<file path="config.mk">
export PLATFORM = sky130hd
export DESIGN_NAME = fpes_host
export DESIGN_NICKNAME = d
export VERILOG_FILES = /design/src/pkg/fpes_pkg.sv /design/src/design/fpes_bus_write.sv /design/src/design/fpes_host.sv
export SDC_FILE = /design/constraint.sdc
export NUM_CORES = 1
export LEC_CHECK = 0
export ABC_CLOCK_PERIOD_IN_PS = 3800
export BUFFER_PORTS_ARGS = -buffer_cell sky130_fd_sc_hd__buf_2
export CAP_MARGIN = 20
export CORE_MARGIN = 2
export CORE_UTILIZATION = 54
export CTS_BUF_LIST = sky130_fd_sc_hd__clkbuf_16
export DETAILED_ROUTE_END_ITERATION = 16
export PLACE_DENSITY_LB_ADDON = 0.2
export SYNTH_ARGS = -nofsm -noshare
export SYNTH_HDL_FRONTEND = slang
export SYNTH_SLANG_ARGS = --single-unit
</file>
<file path="constraint.sdc">
create_clock -name ref_clk -period 3.8 [get_ports ref_clk]
set_input_delay 0.19 -clock ref_clk [delete_from_list [all_inputs] [get_ports ref_clk]]
set_output_delay 0.19 -clock ref_clk [all_outputs]
set_load 0.01 [all_outputs]
</file>
<file path="src/pkg/fpes_pkg.sv">
/*
  constants and types shared by the flash command sequencer host.
  assumes a word-wide flash with command ports at sector base plus fixed word offsets.
*/
package fpes_pkg;
  // ---------------------------------------------------------------
  // widths
  // ---------------------------------------------------------------
  localparam int unsigned ADDR_W = 24;
  localparam int unsigned DATA_W = 16;
  localparam int unsigned SECT_W = 8;
  localparam int unsigned CNT_W = 9;
  // ---------------------------------------------------------------
  // command ports and codes
  // ---------------------------------------------------------------
  localparam logic [ADDR_W-1:0] FIRST_CMD_OFS = 24'h000555;
  localparam logic [ADDR_W-1:0] SECOND_CMD_OFS = 24'h000aaa;
  localparam logic [DATA_W-1:0] CMD_BITFIELD_LOAD = 16'h00bf;
  localparam logic [DATA_W-1:0] CMD_BUF_CONFIRM = 16'h0029;
  localparam logic [DATA_W-1:0] CMD_PROG_SUSPEND = 16'h0051;
  localparam logic [DATA_W-1:0] CMD_PROG_RESUME = 16'h0050;
  localparam logic [DATA_W-1:0] CMD_ERASE_SETUP = 16'h0080;
  localparam logic [DATA_W-1:0] CMD_SECTOR_ERASE = 16'h0030;
  localparam logic [DATA_W-1:0] CMD_ERASE_SUSPEND = 16'h00b0;
  localparam logic [DATA_W-1:0] CMD_ERASE_RESUME = 16'h0030;
  localparam logic [DATA_W-1:0] RESERVED_WORD = 16'hffff;
  localparam int unsigned RESV_ADDR_BIT = 3;
  localparam logic [CNT_W-1:0] MAX_WORDS = 9'h100;
  // ---------------------------------------------------------------
  // timing
  // ---------------------------------------------------------------
  localparam int unsigned CLK_PERIOD_NS = 8;
  localparam int unsigned WRITE_PULSE_NS = 40;
  localparam int unsigned WRITE_PULSE_CYC = (WRITE_PULSE_NS + CLK_PERIOD_NS - 1) / CLK_PERIOD_NS;
  localparam int unsigned RESUME_GAP_US = 100;
  localparam int unsigned RESUME_GAP_CYC = RESUME_GAP_US * 1000 / CLK_PERIOD_NS;
  localparam int unsigned TMR_W = 16;
  // ---------------------------------------------------------------
  // request kinds
  // ---------------------------------------------------------------
  typedef enum logic [2:0] {
    FPES_OP_PROGRAM = 3'h0,
    FPES_OP_ERASE = 3'h1,
    FPES_OP_PSUSPEND = 3'h2,
    FPES_OP_PRESUME = 3'h3,
    FPES_OP_ESUSPEND = 3'h4,
    FPES_OP_ERESUME = 3'h5
  } fpes_op_t;
endpackage

</file>
<file path="src/design/fpes_bus_write.sv">
/*
  one flash write cycle: drives write enable low for a fixed pulse; chip enable is left to the caller.
  assumes address and data are held by the caller while busy is high.
*/
`timescale 1ns/1ps
`default_nettype none
module fpes_bus_write (
  input wire logic ref_clk,
  input wire logic rst_b,
  input wire logic start,
  output logic busy,
  output logic we_b
);
  import fpes_pkg::*;
  // ---------------------------------------------------------------
  // pulse timer
  // ---------------------------------------------------------------
  logic [7:0] cnt;
  logic [7:0] next_cnt;
  logic next_busy;
  logic next_we_b;

  // count write pulse then one recovery cycle
  always_comb begin
    next_cnt = cnt;
    next_busy = busy;
    next_we_b = we_b;
    if (!busy && start) begin
      next_busy = 1'b1;
      next_we_b = 1'b0;
      next_cnt = 8'(WRITE_PULSE_CYC);
    end else if (busy) begin
      if (cnt > 8'h01) begin
        next_cnt = cnt - 8'h01;
      end else if (!we_b) begin
        next_we_b = 1'b1; // rising edge latches the word
        next_cnt = 8'h00;
      end else begin
        next_busy = 1'b0;
      end
    end
  end

  always_ff @(posedge ref_clk or negedge rst_b) begin
    if (!rst_b) begin
      cnt <= 8'h00;
      busy <= 1'b0;
      we_b <= 1'b1;
    end else begin
      cnt <= next_cnt;
      busy <= next_busy;
      we_b <= next_we_b;
    end
  end
endmodule // fpes_bus_write
`default_nettype wire

</file>
<file path="src/design/fpes_host.sv">
/*
  host-side command sequencer for a word-wide nor flash: bit-field program,
  sector erase, program and erase suspend and resume, issued as flash write cycles.
  assumes the flash samples address and data on the rising edge of we_b.
*/
// Functional notes
// bit-field program opens with 00bf at sector plus 555.
// second cycle writes word count minus one at sector plus aaa.
// then between one and 256 address/data words are loaded.
// confirm 0029 at sector plus 555 starts device programming.
// words whose address bit three is set carry ffff.
// fill the buffer with as many words as possible.
// device halts programming within suspend latency on suspend.
// program suspend is 0051 written at any address.
// program resume is 0050 written at any address.
// while program-suspended only reads, status read and resume are valid; the host still accepts erase suspend then.
// program suspend is allowed in a program inside erase suspend.
// after resume repeated resumes are ignored, new suspend allowed.
// host keeps a minimum resume-to-suspend gap.
// sector erase is 0080 at 555 then 0030 at aaa.
// both erase cycles use the same sector address.
// device erases itself with no host timing.
// during erase only reads, status and erase suspend are valid; the host also accepts program suspend and resume then.
// device returns bank to idle when erase ends; the host keeps erase_active set until reset.
// after hardware reset the full erase sequence is reissued.
// erase suspend acts only during sector erase.
// erase-suspended device allows other-sector programs and erase resume; the host accepts programs to any sector then.
// program inside erase suspend returns bank to erase suspend.
// erase resume once, keeping the resume-to-suspend gap.
// erase suspend is 00b0 written at any address.
// erase resume is 0030 written at any address.
`timescale 1ns/1ps
`default_nettype none
module fpes_host (
  input wire logic ref_clk,
  input wire logic rst_b,
  input wire logic req_valid,
  input wire fpes_pkg::fpes_op_t req_op,
  input wire logic [fpes_pkg::ADDR_W-1:0] req_addr,
  input wire logic [fpes_pkg::CNT_W-1:0] req_count,
  output logic req_ready,
  output logic word_req,
  input wire logic [fpes_pkg::DATA_W-1:0] word_data,
  output logic done,
  output logic refused,
  output logic erase_active,
  output logic erase_suspended,
  output logic prog_suspended,
  output logic [fpes_pkg::ADDR_W-1:0] flash_addr,
  output logic [fpes_pkg::DATA_W-1:0] flash_dq_out,
  output logic flash_dq_oe,
  output logic flash_ce_b,
  output logic flash_we_b
);
  import fpes_pkg::*;
  // ---------------------------------------------------------------
  // state
  // ---------------------------------------------------------------
  typedef enum logic [5:0] {
    FPES_IDLE = 6'b000001,
    FPES_ISSUE = 6'b000010,
    FPES_WAIT = 6'b000100,
    FPES_FETCH = 6'b001000,
    FPES_NEXT = 6'b010000,
    FPES_DONE = 6'b100000
  } fpes_state_t;

  fpes_state_t state;
  fpes_state_t next_state;
  fpes_op_t op;
  fpes_op_t next_op;
  logic [3:0] step;
  logic [3:0] next_step;
  logic [CNT_W-1:0] left;
  logic [CNT_W-1:0] next_left;
  logic [CNT_W-1:0] total;
  logic [CNT_W-1:0] next_total;
  logic [ADDR_W-1:0] base;
  logic [ADDR_W-1:0] next_base;
  logic [ADDR_W-1:0] waddr;
  logic [ADDR_W-1:0] next_waddr;
  logic [DATA_W-1:0] wdata;
  logic [DATA_W-1:0] next_wdata;
  logic [TMR_W-1:0] gap;
  logic [TMR_W-1:0] next_gap;
  logic next_req_ready;
  logic next_word_req;
  logic next_done;
  logic next_refused;
  logic next_erase_active;
  logic next_erase_suspended;
  logic next_prog_suspended;
  logic next_dq_oe;
  logic next_ce_b;
  logic wr_start;
  logic wr_busy;
  logic wr_we_b;
  logic ok;

  // ---------------------------------------------------------------
  // write cycle engine
  // ---------------------------------------------------------------
  fpes_bus_write u_wr (
    .ref_clk(ref_clk),
    .rst_b(rst_b),
    .start(wr_start),
    .busy(wr_busy),
    .we_b(wr_we_b)
  );

  // legality of a request against the tracked device state
  always_comb begin
    case (req_op)
      FPES_OP_PROGRAM: ok = (!erase_active || erase_suspended) && !prog_suspended; // see R17, see R10
      FPES_OP_ERASE: ok = !erase_active && !erase_suspended && !prog_suspended;
      FPES_OP_PSUSPEND: ok = !prog_suspended && gap == '0; // see R11, see R12
      FPES_OP_PRESUME: ok = prog_suspended;
      FPES_OP_ESUSPEND: ok = erase_active && !erase_suspended && gap == '0; // see R20
      FPES_OP_ERESUME: ok = erase_suspended && !prog_suspended;
      default: ok = 1'b0;
    endcase
  end

  // ---------------------------------------------------------------
  // sequencer
  // ---------------------------------------------------------------
  always_comb begin
    next_state = state;
    next_op = op;
    next_step = step;
    next_left = left;
    next_total = total;
    next_base = base;
    next_waddr = waddr;
    next_wdata = wdata;
    next_gap = (gap != '0) ? gap - 1'b1 : gap;
    next_req_ready = 1'b0;
    next_word_req = 1'b0;
    next_done = 1'b0;
    next_refused = 1'b0;
    next_erase_active = erase_active;
    next_erase_suspended = erase_suspended;
    next_prog_suspended = prog_suspended;
    next_dq_oe = flash_dq_oe;
    next_ce_b = flash_ce_b;
    wr_start = 1'b0;
    case (state)
      FPES_IDLE: begin
        next_req_ready = 1'b1;
        if (req_valid && req_ready) begin
          next_req_ready = 1'b0;
          if (!ok) begin
            next_refused = 1'b1;
          end else begin
            next_op = req_op;
            next_base = req_addr;
            next_step = 4'h0;
            next_left = (req_count == '0) ? CNT_W'(1) : ((req_count > MAX_WORDS) ? MAX_WORDS : req_count); // see R3
            next_total = next_left;
            next_state = FPES_NEXT;
          end
        end
      end
      FPES_NEXT: begin
        // choose the next write cycle of the sequence
        next_state = FPES_ISSUE;
        case (op)
          FPES_OP_PROGRAM: begin
            if (step == 4'h0) begin
              next_waddr = base + FIRST_CMD_OFS;
              next_wdata = CMD_BITFIELD_LOAD;
            end else if (step == 4'h1) begin
              next_waddr = base + SECOND_CMD_OFS;
              next_wdata = DATA_W'(left - 1'b1);
            end else if (step == 4'h2) begin
              next_state = FPES_FETCH;
              next_word_req = 1'b1;
            end else begin
              next_waddr = base + FIRST_CMD_OFS;
              next_wdata = CMD_BUF_CONFIRM;
            end
          end
          FPES_OP_ERASE: begin
            // same sector base on both cycles
            next_waddr = base + ((step == 4'h0) ? FIRST_CMD_OFS : SECOND_CMD_OFS);
            next_wdata = (step == 4'h0) ? CMD_ERASE_SETUP : CMD_SECTOR_ERASE;
          end
          FPES_OP_PSUSPEND: next_wdata = CMD_PROG_SUSPEND;
          FPES_OP_PRESUME: next_wdata = CMD_PROG_RESUME;
          FPES_OP_ESUSPEND: next_wdata = CMD_ERASE_SUSPEND;
          default: next_wdata = CMD_ERASE_RESUME;
        endcase
        if (op != FPES_OP_PROGRAM && op != FPES_OP_ERASE) begin
          next_waddr = base;
        end
      end
      FPES_FETCH: begin
        // data word arrives in the same cycle that word_req is high
        next_waddr = base + ADDR_W'(total - left); // word offset from the request base address
        next_wdata = next_waddr[RESV_ADDR_BIT] ? RESERVED_WORD : word_data;
        next_state = FPES_ISSUE;
      end
      FPES_ISSUE: begin
        next_ce_b = 1'b0;
        next_dq_oe = 1'b1;
        wr_start = 1'b1;
        next_state = FPES_WAIT;
      end
      FPES_WAIT: begin
        if (!wr_busy && flash_we_b) begin
          next_ce_b = 1'b1;
          next_dq_oe = 1'b0;
          next_state = FPES_NEXT;
          if (op == FPES_OP_PROGRAM && step == 4'h2) begin
            next_left = left - 1'b1;
            if (left == CNT_W'(1)) begin
              next_step = 4'h3;
            end
          end else if ((op == FPES_OP_PROGRAM && step == 4'h3) ||
                       (op == FPES_OP_ERASE && step == 4'h1) ||
                       (op != FPES_OP_PROGRAM && op != FPES_OP_ERASE)) begin
            next_state = FPES_DONE;
          end else begin
            next_step = step + 1'b1;
          end
        end
      end
      FPES_DONE: begin
        next_done = 1'b1;
        next_state = FPES_IDLE;
        case (op)
          FPES_OP_ERASE: next_erase_active = 1'b1;
          FPES_OP_PSUSPEND: next_prog_suspended = 1'b1;
          FPES_OP_PRESUME: begin
            next_prog_suspended = 1'b0;
            next_gap = TMR_W'(RESUME_GAP_CYC);
          end
          FPES_OP_ESUSPEND: next_erase_suspended = 1'b1;
          FPES_OP_ERESUME: begin
            next_erase_suspended = 1'b0;
            next_gap = TMR_W'(RESUME_GAP_CYC);
          end
          default: next_erase_active = erase_active;
        endcase
      end
      default: next_state = FPES_IDLE;
    endcase
  end

  // word addresses count up from the caller's base, so remember the start word address
  always_ff @(posedge ref_clk or negedge rst_b) begin
    if (!rst_b) begin
      state <= FPES_IDLE;
      op <= FPES_OP_PROGRAM;
      step <= 4'h0;
      left <= '0;
      total <= '0;
      base <= '0;
      waddr <= '0;
      wdata <= '0;
      gap <= '0;
      req_ready <= 1'b0;
      word_req <= 1'b0;
      done <= 1'b0;
      refused <= 1'b0;
      erase_active <= 1'b0;
      erase_suspended <= 1'b0;
      prog_suspended <= 1'b0;
      flash_dq_oe <= 1'b0;
      flash_ce_b <= 1'b1;
    end else begin
      state <= next_state;
      op <= next_op;
      step <= next_step;
      left <= next_left;
      total <= next_total;
      base <= next_base;
      waddr <= next_waddr;
      wdata <= next_wdata;
      gap <= next_gap;
      req_ready <= next_req_ready;
      word_req <= next_word_req;
      done <= next_done;
      refused <= next_refused;
      erase_active <= next_erase_active;
      erase_suspended <= next_erase_suspended;
      prog_suspended <= next_prog_suspended;
      flash_dq_oe <= next_dq_oe;
      flash_ce_b <= next_ce_b;
    end
  end

  // bus outputs straight from registers
  assign flash_addr = waddr;
  assign flash_dq_out = wdata;
  assign flash_we_b = wr_we_b;
endmodule // fpes_host
`default_nettype wire

</file>
==> flow_summary.ini, run 1 <==
[status]
status = completed

[cells_and_area]
nets = 1402
final_cells = 1520
area_delta_synth_final_pct = 23.5
nFillCells = 1369
antennaDiodeCount = 0
seq_area_sq_um = 3260
utilization_pct = 68.7
multi_input_area_sq_um = 5890
layout-drive-gt1-share_pct = 19.0

[floorplanning]
die-height_um = 135
ios = 105
start_util_pct = 55.6
num_rows = 47
die_x_um = 135
die_area_sq_um = 18300
core_area_sq_um = 16700

[route]
num_vias = 9254
viasPerCell = 6.09
wirelength_um = 28300
drtIter0Drc = 793
drc = 0
wl_per_cell_um = 18.6
first_pass_iters = 7
postRouteAntennaNets = 0

[setup_path]
crit_slowest_cell = dfrtp_2
critPathTopFamily = compound AO/OA/AOI/OAI gates
startpoint_type = flop
crit_type = reg2reg
cp.arrival_ns = 3.95
crit_fanout = 7
endpoint_kind = flop
cpPeakStageDelay_ns = 0.40
crit_chain = inv_2 -> ha_1 -> nor2b_1 -> o2111ai_2 -> nand4_1 -> a31o_2 -> a21oi_4 -> buf_12 -> buf_12 -> ha_1 -> nand2_1 -> o211ai_1 -> a21o_1 -> a21o_1 -> a21oi_1 -> o21ai_0 -> mux2i_1 -> o22ai_1
worst_ep_required_time_ns = 4.08
path_buf_inv = 3

[sta]
slew_viol_final = 0
fin_crit_sh_pct = 96.5
fmax_mhz = 273
relSlewSlack_pct = 36.2
worstMarginPinSlew_ns = 0.955
final-setup-viol-count = 0
final.setup.tns_ns = 0
grt_setup_unrepaired = true
whs_ns = 0.0174
skew_ns = 0.0114
layout_min_cycle_time_ns = 3.67
finalHoldViolations = 0

[placed_design]
io_buffers = 104
routabilityCongestion = 0.904
dp_hpwl_um = 19300
dp.cells = 1446

[yosys]
ys_warn_count = 0
yosysTopAreaCell = dfrtp_1
yosys-top-cells-count = 171 x nand2_1, 127 x dfrtp_1, 102 x o21ai_0
netlist.area_leader.share_pct = 34.2
synth_area_sq_um = 9280
synth_most_common_cell = nand2_1
avgSynthCellArea_sq_um = 8.19
synthTopCellsByArea = dfrtp_1 34%, ha_1 7.7%, nand2_1 6.9%, o21ai_0 5.5%, a21oi_1 4.5%
synth_flop_cell = dfrtp_1
async_reset_ff_share_pct = 100
ys_types = 74
synth-seq-cells = 130
synth-edff-count = 0
syn_nets = 1248
ys_seq_area_share_pct = 35.1
synthCells = 1133

[global_route]
grt_pass1_wl_um = 44600
grt_pass1_vias = 8659
grt-ovfl-total = 0
antenna_found_initial = 0
grt_max_degree = 95
grtUsageTotal_pct = 31.1

[cts]
cts_tree = yes
cts_made_buffers = 17
insertion_delay_ns = 0.43
cts-root-buf = clkbuf_16
cts-htree-levels = 4
cts_max_path_buffers = 2
clock_sinks = 130
clkTransAtPathRegs_ns = 0.06

[min_path]
holdCritPathClass = in2reg

[power]
power.leakage_nw = 5.19
ir_drop_uv = 717
powerDensity_nw_per_um2 = 1160

[run]
maxCapViolCount = 0
[worst paths after layout]
kind	start	end	slack (ns)	cells past startpoint
worst max-delay path	left[1]	flash_addr[22]	0.13	18
min in group asynchronous	rst_b	base[7]	0.43	2
worst min register to register	flash_dq_out[3]	flash_dq_out[3]	0.47	2
worst min-delay path	word_data[12]	flash_dq_out[12]	0.02	3
max in group asynchronous	rst_b	step[1]	2.53	3
worst max register to register	left[1]	flash_addr[22]	0.13	18
[registers in the layout, indices dropped and copies added (netlist names), 3 cells and up]
signal and flops:
step 4, u_wr.cnt 8, left 9, state 6
base 24, flash_dq_out 16, flash_addr 24, total 9
op 3, gap 16
[repair_timing]
| item | in CTS | in global routing |
|---|---|---|
| pin swaps | 1 | 19 |
| hold buffers | 28 | 0 |
| resized for setup | 4 | 46 |
| buffers inserted | 2 | 12 |
| endpoints found under the hold margin | 116 | 0 |
| endpoints found under the setup margin | 2 | 11 |
[per-stage QoR]
step | total power [mW] | setup slack, ns | area [sq um]
after detailed placement | 10.3 | -0.0248 | 10200
after global routing | 14.3 | -0.0922 | 11500
final | 13.3 | 0.133 | 11500
after CTS | 12.3 | 0.0275 | 11200
after floorplan | 8.08 | 0.118 | 9290
after global placement | 10.2 | 0.0386 | 10200
[cell usage in the layout (no fill, tap or decap), types with 10 or more instances in the layout]
master	n
nand3_1	36
inv_1	34
xor2_1	18
a31oi_1	15
o21ai_0	94
buf_4	52
xnor2_1	42
o211ai_1	17
a21o_1	16
dfrtp_1	126
a21oi_1	76
or3_1	10
nand2_1	171
nor3_1	30
buf_2	103
o21bai_1	10
o21ai_1	11
o22ai_1	13
clkbuf_16	17
dlygate4sd3_1	28
a211oi_1	20
nor4_1	13
ha_1	49
nor2_1	98
[where the power goes]
part | switching, mW | internal [mW]
registers | 0.744 | 1.96
logic | 4.92 | 3.89
clock network | 0.697 | 1.11
total | 6.36 | 6.96
[worst reg2reg max path, cell delays in order (launching register included)]
cell and delay [ns]:
dfrtp_2 0.40, inv_2 0.05, ha_1 0.28, nor2b_1 0.16, o2111ai_2 0.22, nand4_1 0.15
a31o_2 0.29, a21oi_4 0.24, buf_12 0.15, buf_12 0.11, ha_1 0.30, nand2_1 0.10
o211ai_1 0.13, a21o_1 0.20, a21o_1 0.18, a21oi_1 0.17, o21ai_0 0.12, mux2i_1 0.17
o22ai_1 0.09
[layer usage]
metal	GRT usage [%]	up-vias	wire length, um
li1	-	4417	-
met1	41.6	4358	12300
met2	49.2	384	13100
met3	6.79	95	1930
met4	13.0	0	988
met5	0	-	0
[kinds of logic after synthesis]
family / share of synthesized area, %
buf+inv: 3.88
simple gates: 21.9
flops: 35.1
fa+ha+maj: 8.33
compound gates: 23.9
xor+xnor: 5.76
mux: 1.21
[layout make-up]
cell class              count  share of cell area (%)
clock buffers              17                    3.71
inverters                  36                    1.18
flip-flops and latches    130                    28.4
well taps                 220                    2.40
multi-input cells         913                    51.4
repair buffers            189                    11.2
clock inverters            15                    1.78
No activity file was read; power rests on OpenSTA's default activity.
==> inputs of run 2 (changes only) <==
Settings changed: SYNTH_HIERARCHICAL from default to 1.
==> run 2 against run 1 <==
Against the previous run:
- the run now ends with setup timing left
- via count fell by 2.2%
- setup slack worse by 0.41 ns
- register-to-register slack got worse by 0.41 ns
- clock-buffer cell count unchanged
- non-clock buffer count rose by 13
- sequential share of layout area is 0.17 points lower
- maximum frequency is 10% lower
- synthesized area grew 1.4%
- die area up 1.4%
- critical path type unchanged
==> flow_summary.ini, run 2 <==
[floorplanning]
die-height_um = 136
die_x_um = 136
num_rows = 48
core_area_sq_um = 17200
start_util_pct = 54.8
ios = 105
die_area_sq_um = 18500

[cells_and_area]
layout-drive-gt1-share_pct = 23.5
nFillCells = 1390
layout_common_cells = 127 x dfrtp_1, 103 x buf_2, 97 x nor2_1
mostFrequentLayoutCell = dfrtp_1
final_cells = 1495
nets = 1372
final_area_sq_um = 11500
area_delta_synth_final_pct = 22.5
antennaDiodeCount = 0

[setup_path]
r2r_cells = 20
cp.arrival_ns = 4.39
crit_fanout = 3
r2r_start = left[0]
crit_type = reg2reg
startpoint_type = flop
endpoint_kind = flop
r2r_end = flash_addr[23]
r2r_slack_ns = -0.28
worst_ep_required_time_ns = 4.11

[route]
highest_layer = met4
drc = 0
wl_met3_um = 1720
viasPerCell = 6.06
wl_per_cell_um = 18.2
num_vias = 9053
dr_wl_met2_um = 12900
postRouteAntennaNets = 0
drt-met1-wl_um = 11600
first_pass_iters = 6
wirelength_um = 27200
drtIter0Drc = 775

[sta]
grt_setup_unrepaired = true
worstMarginPinSlew_ns = 0.869
layout_min_cycle_time_ns = 4.08
fmax_mhz = 245
final-setup-viol-count = 10
finalHoldViolations = 0
relSlewSlack_pct = 41.9
skew_ns = 0.0113
finalWorstSetupSlack_ns = -0.276
slew_viol_final = 0
fin_crit_sh_pct = 107

[global_route]
grt_max_degree = 82
grt_pass1_wl_um = 42300
antenna_found_initial = 0
grt_pass1_vias = 8362
grtUsageTotal_pct = 29.1
grt-ovfl-total = 0

[cts]
cts_tree = yes
insertion_delay_ns = 0.43
cts_made_buffers = 17
cts-htree-levels = 4
cts_max_path_buffers = 2
clkTransAtPathRegs_ns = 0.06
cts-root-buf = clkbuf_16
clock_sinks = 130

[run]
maxCapViolCount = 0

[yosys]
netlist.area_leader.share_pct = 33.8
ys_warn_count = 6
yosysTopAreaCell = dfrtp_1
synth-edff-count = 0
synthTopCellsByArea = dfrtp_1 34%, ha_1 7.6%, o21ai_0 5.4%, a21oi_1 4.3%, nor2_1 4.0%
synth-seq-cells = 130
yosys-top-cells-count = 127 x dfrtp_1, 102 x o21ai_0, 100 x nor2_1
ys_seq_area_share_pct = 34.6
ys_types = 78
synth_area_sq_um = 9410
syn_nets = 1203
async_reset_ff_share_pct = 100
synthCells = 1088
avgSynthCellArea_sq_um = 8.65
synth_most_common_cell = dfrtp_1
synth_flop_cell = dfrtp_1

[placed_design]
dp.cells = 1421
dp_hpwl_um = 18900
io_buffers = 104
routabilityCongestion = 0.928
postPlaceCellArea_sq_um = 10500

[min_path]
worstHoldPathCells = 3
hp-start = req_addr[14]
holdCritPathClass = in2reg
hold_end = base[14]

[status]
status = finished with violations
violations = setup timing
==> run 2: changes by cell type after synthesis, moves of 5 or more <==
| cell | change |
|---|---|
| a41oi_1 | -5 |
| nor3_1 | -10 |
| mux2_2 | +26 |
| nand3_1 | -7 |
| nand2_1 | -89 |
| nor2b_1 | +7 |
| a21o_1 | +7 |
| inv_1 | +9 |
| o211ai_1 | -7 |
==> run 2: worst max path at each step <==
stage / from / end / slack [ns]
detailed placement: left[0] / flash_addr[23] / -0.26
global route: left[2] / flash_addr[23] / -0.39
floorplan: left[0] / flash_addr[23] / 0.004
global placement: left[0] / flash_addr[23] / -0.12
finish: left[0] / flash_addr[23] / -0.28
CTS: left[0] / flash_addr[21] / -0.11
==> run 2: cell type report <==
type	count	area [sq um]	area share, %
Clock buffer	17	425	3.69
Clock inverter	15	97.6	0.846
Inverter	43	161	1.40
Multi-Input combinational cell	863	5970	51.8
Sequential cell	130	3260	28.2
Tap cell	225	282	2.44
Timing Repair Buffer	202	1340	11.6
==> run 2: through the flow <==
step | setup slack, ns | setup TNS [ns] | hold slack (ns) | util (%)
after detailed placement | -0.258 | -0.713 | 0.303 | 60.9
after floorplan | 0.00398 | 0 | -0.106 | -
after CTS | -0.113 | -0.204 | 0.000528 | 66.1
after global placement | -0.117 | -0.243 | 0.296 | 60.9
final | -0.276 | -1.41 | 0.0000586 | 67.1
after global routing | -0.395 | -3.31 | 0.00631 | 67.1
==> run 2: critical path, cell delays in order, from the launching register on <==
cell       delay [ns]
dfrtp_1          0.40
ha_4             0.17
fa_2             0.36
nor2b_2          0.13
o21ai_2          0.07
a21boi_2         0.16
o21ai_1          0.11
nand2b_1         0.15
a21o_1           0.17
a21oi_2          0.07
xnor2_1          0.13
ha_1             0.29
nand4_1          0.14
or4_4            0.44
nand4_1          0.14
o2111ai_2        0.19
buf_4            0.20
o21ai_4          0.14
mux2i_1          0.24
nand4_1          0.09
and2_1           0.16
==> run 2: timing repair <==
item,CTS,global route
setup buffers,11,9
endpoints found under the hold margin,107,0
endpoints found under the setup margin,9,14
hold buffers,29,0
gates resized for setup,8,36
pin swaps,18,26
==> run 2: cells by family after synthesis <==
family          share of synthesized area [%]
compound gates                           23.6
xor+xnor                                 5.77
fa+ha+maj                                8.22
buf+inv                                  3.96
flops                                    34.6
mux                                      4.63
simple gates                             19.2
==> run 2: routing by layer <==
layer | vias up | track usage (%)
li1 | 4344 | -
met1 | 4270 | 38.0
met2 | 366 | 47.7
met3 | 73 | 4.96
met4 | 0 | 12.5
met5 | - | 0
Power of run 2 is not shown: default switching activity piles up to over one toggle a cycle in this logic, so the estimate is an artifact.
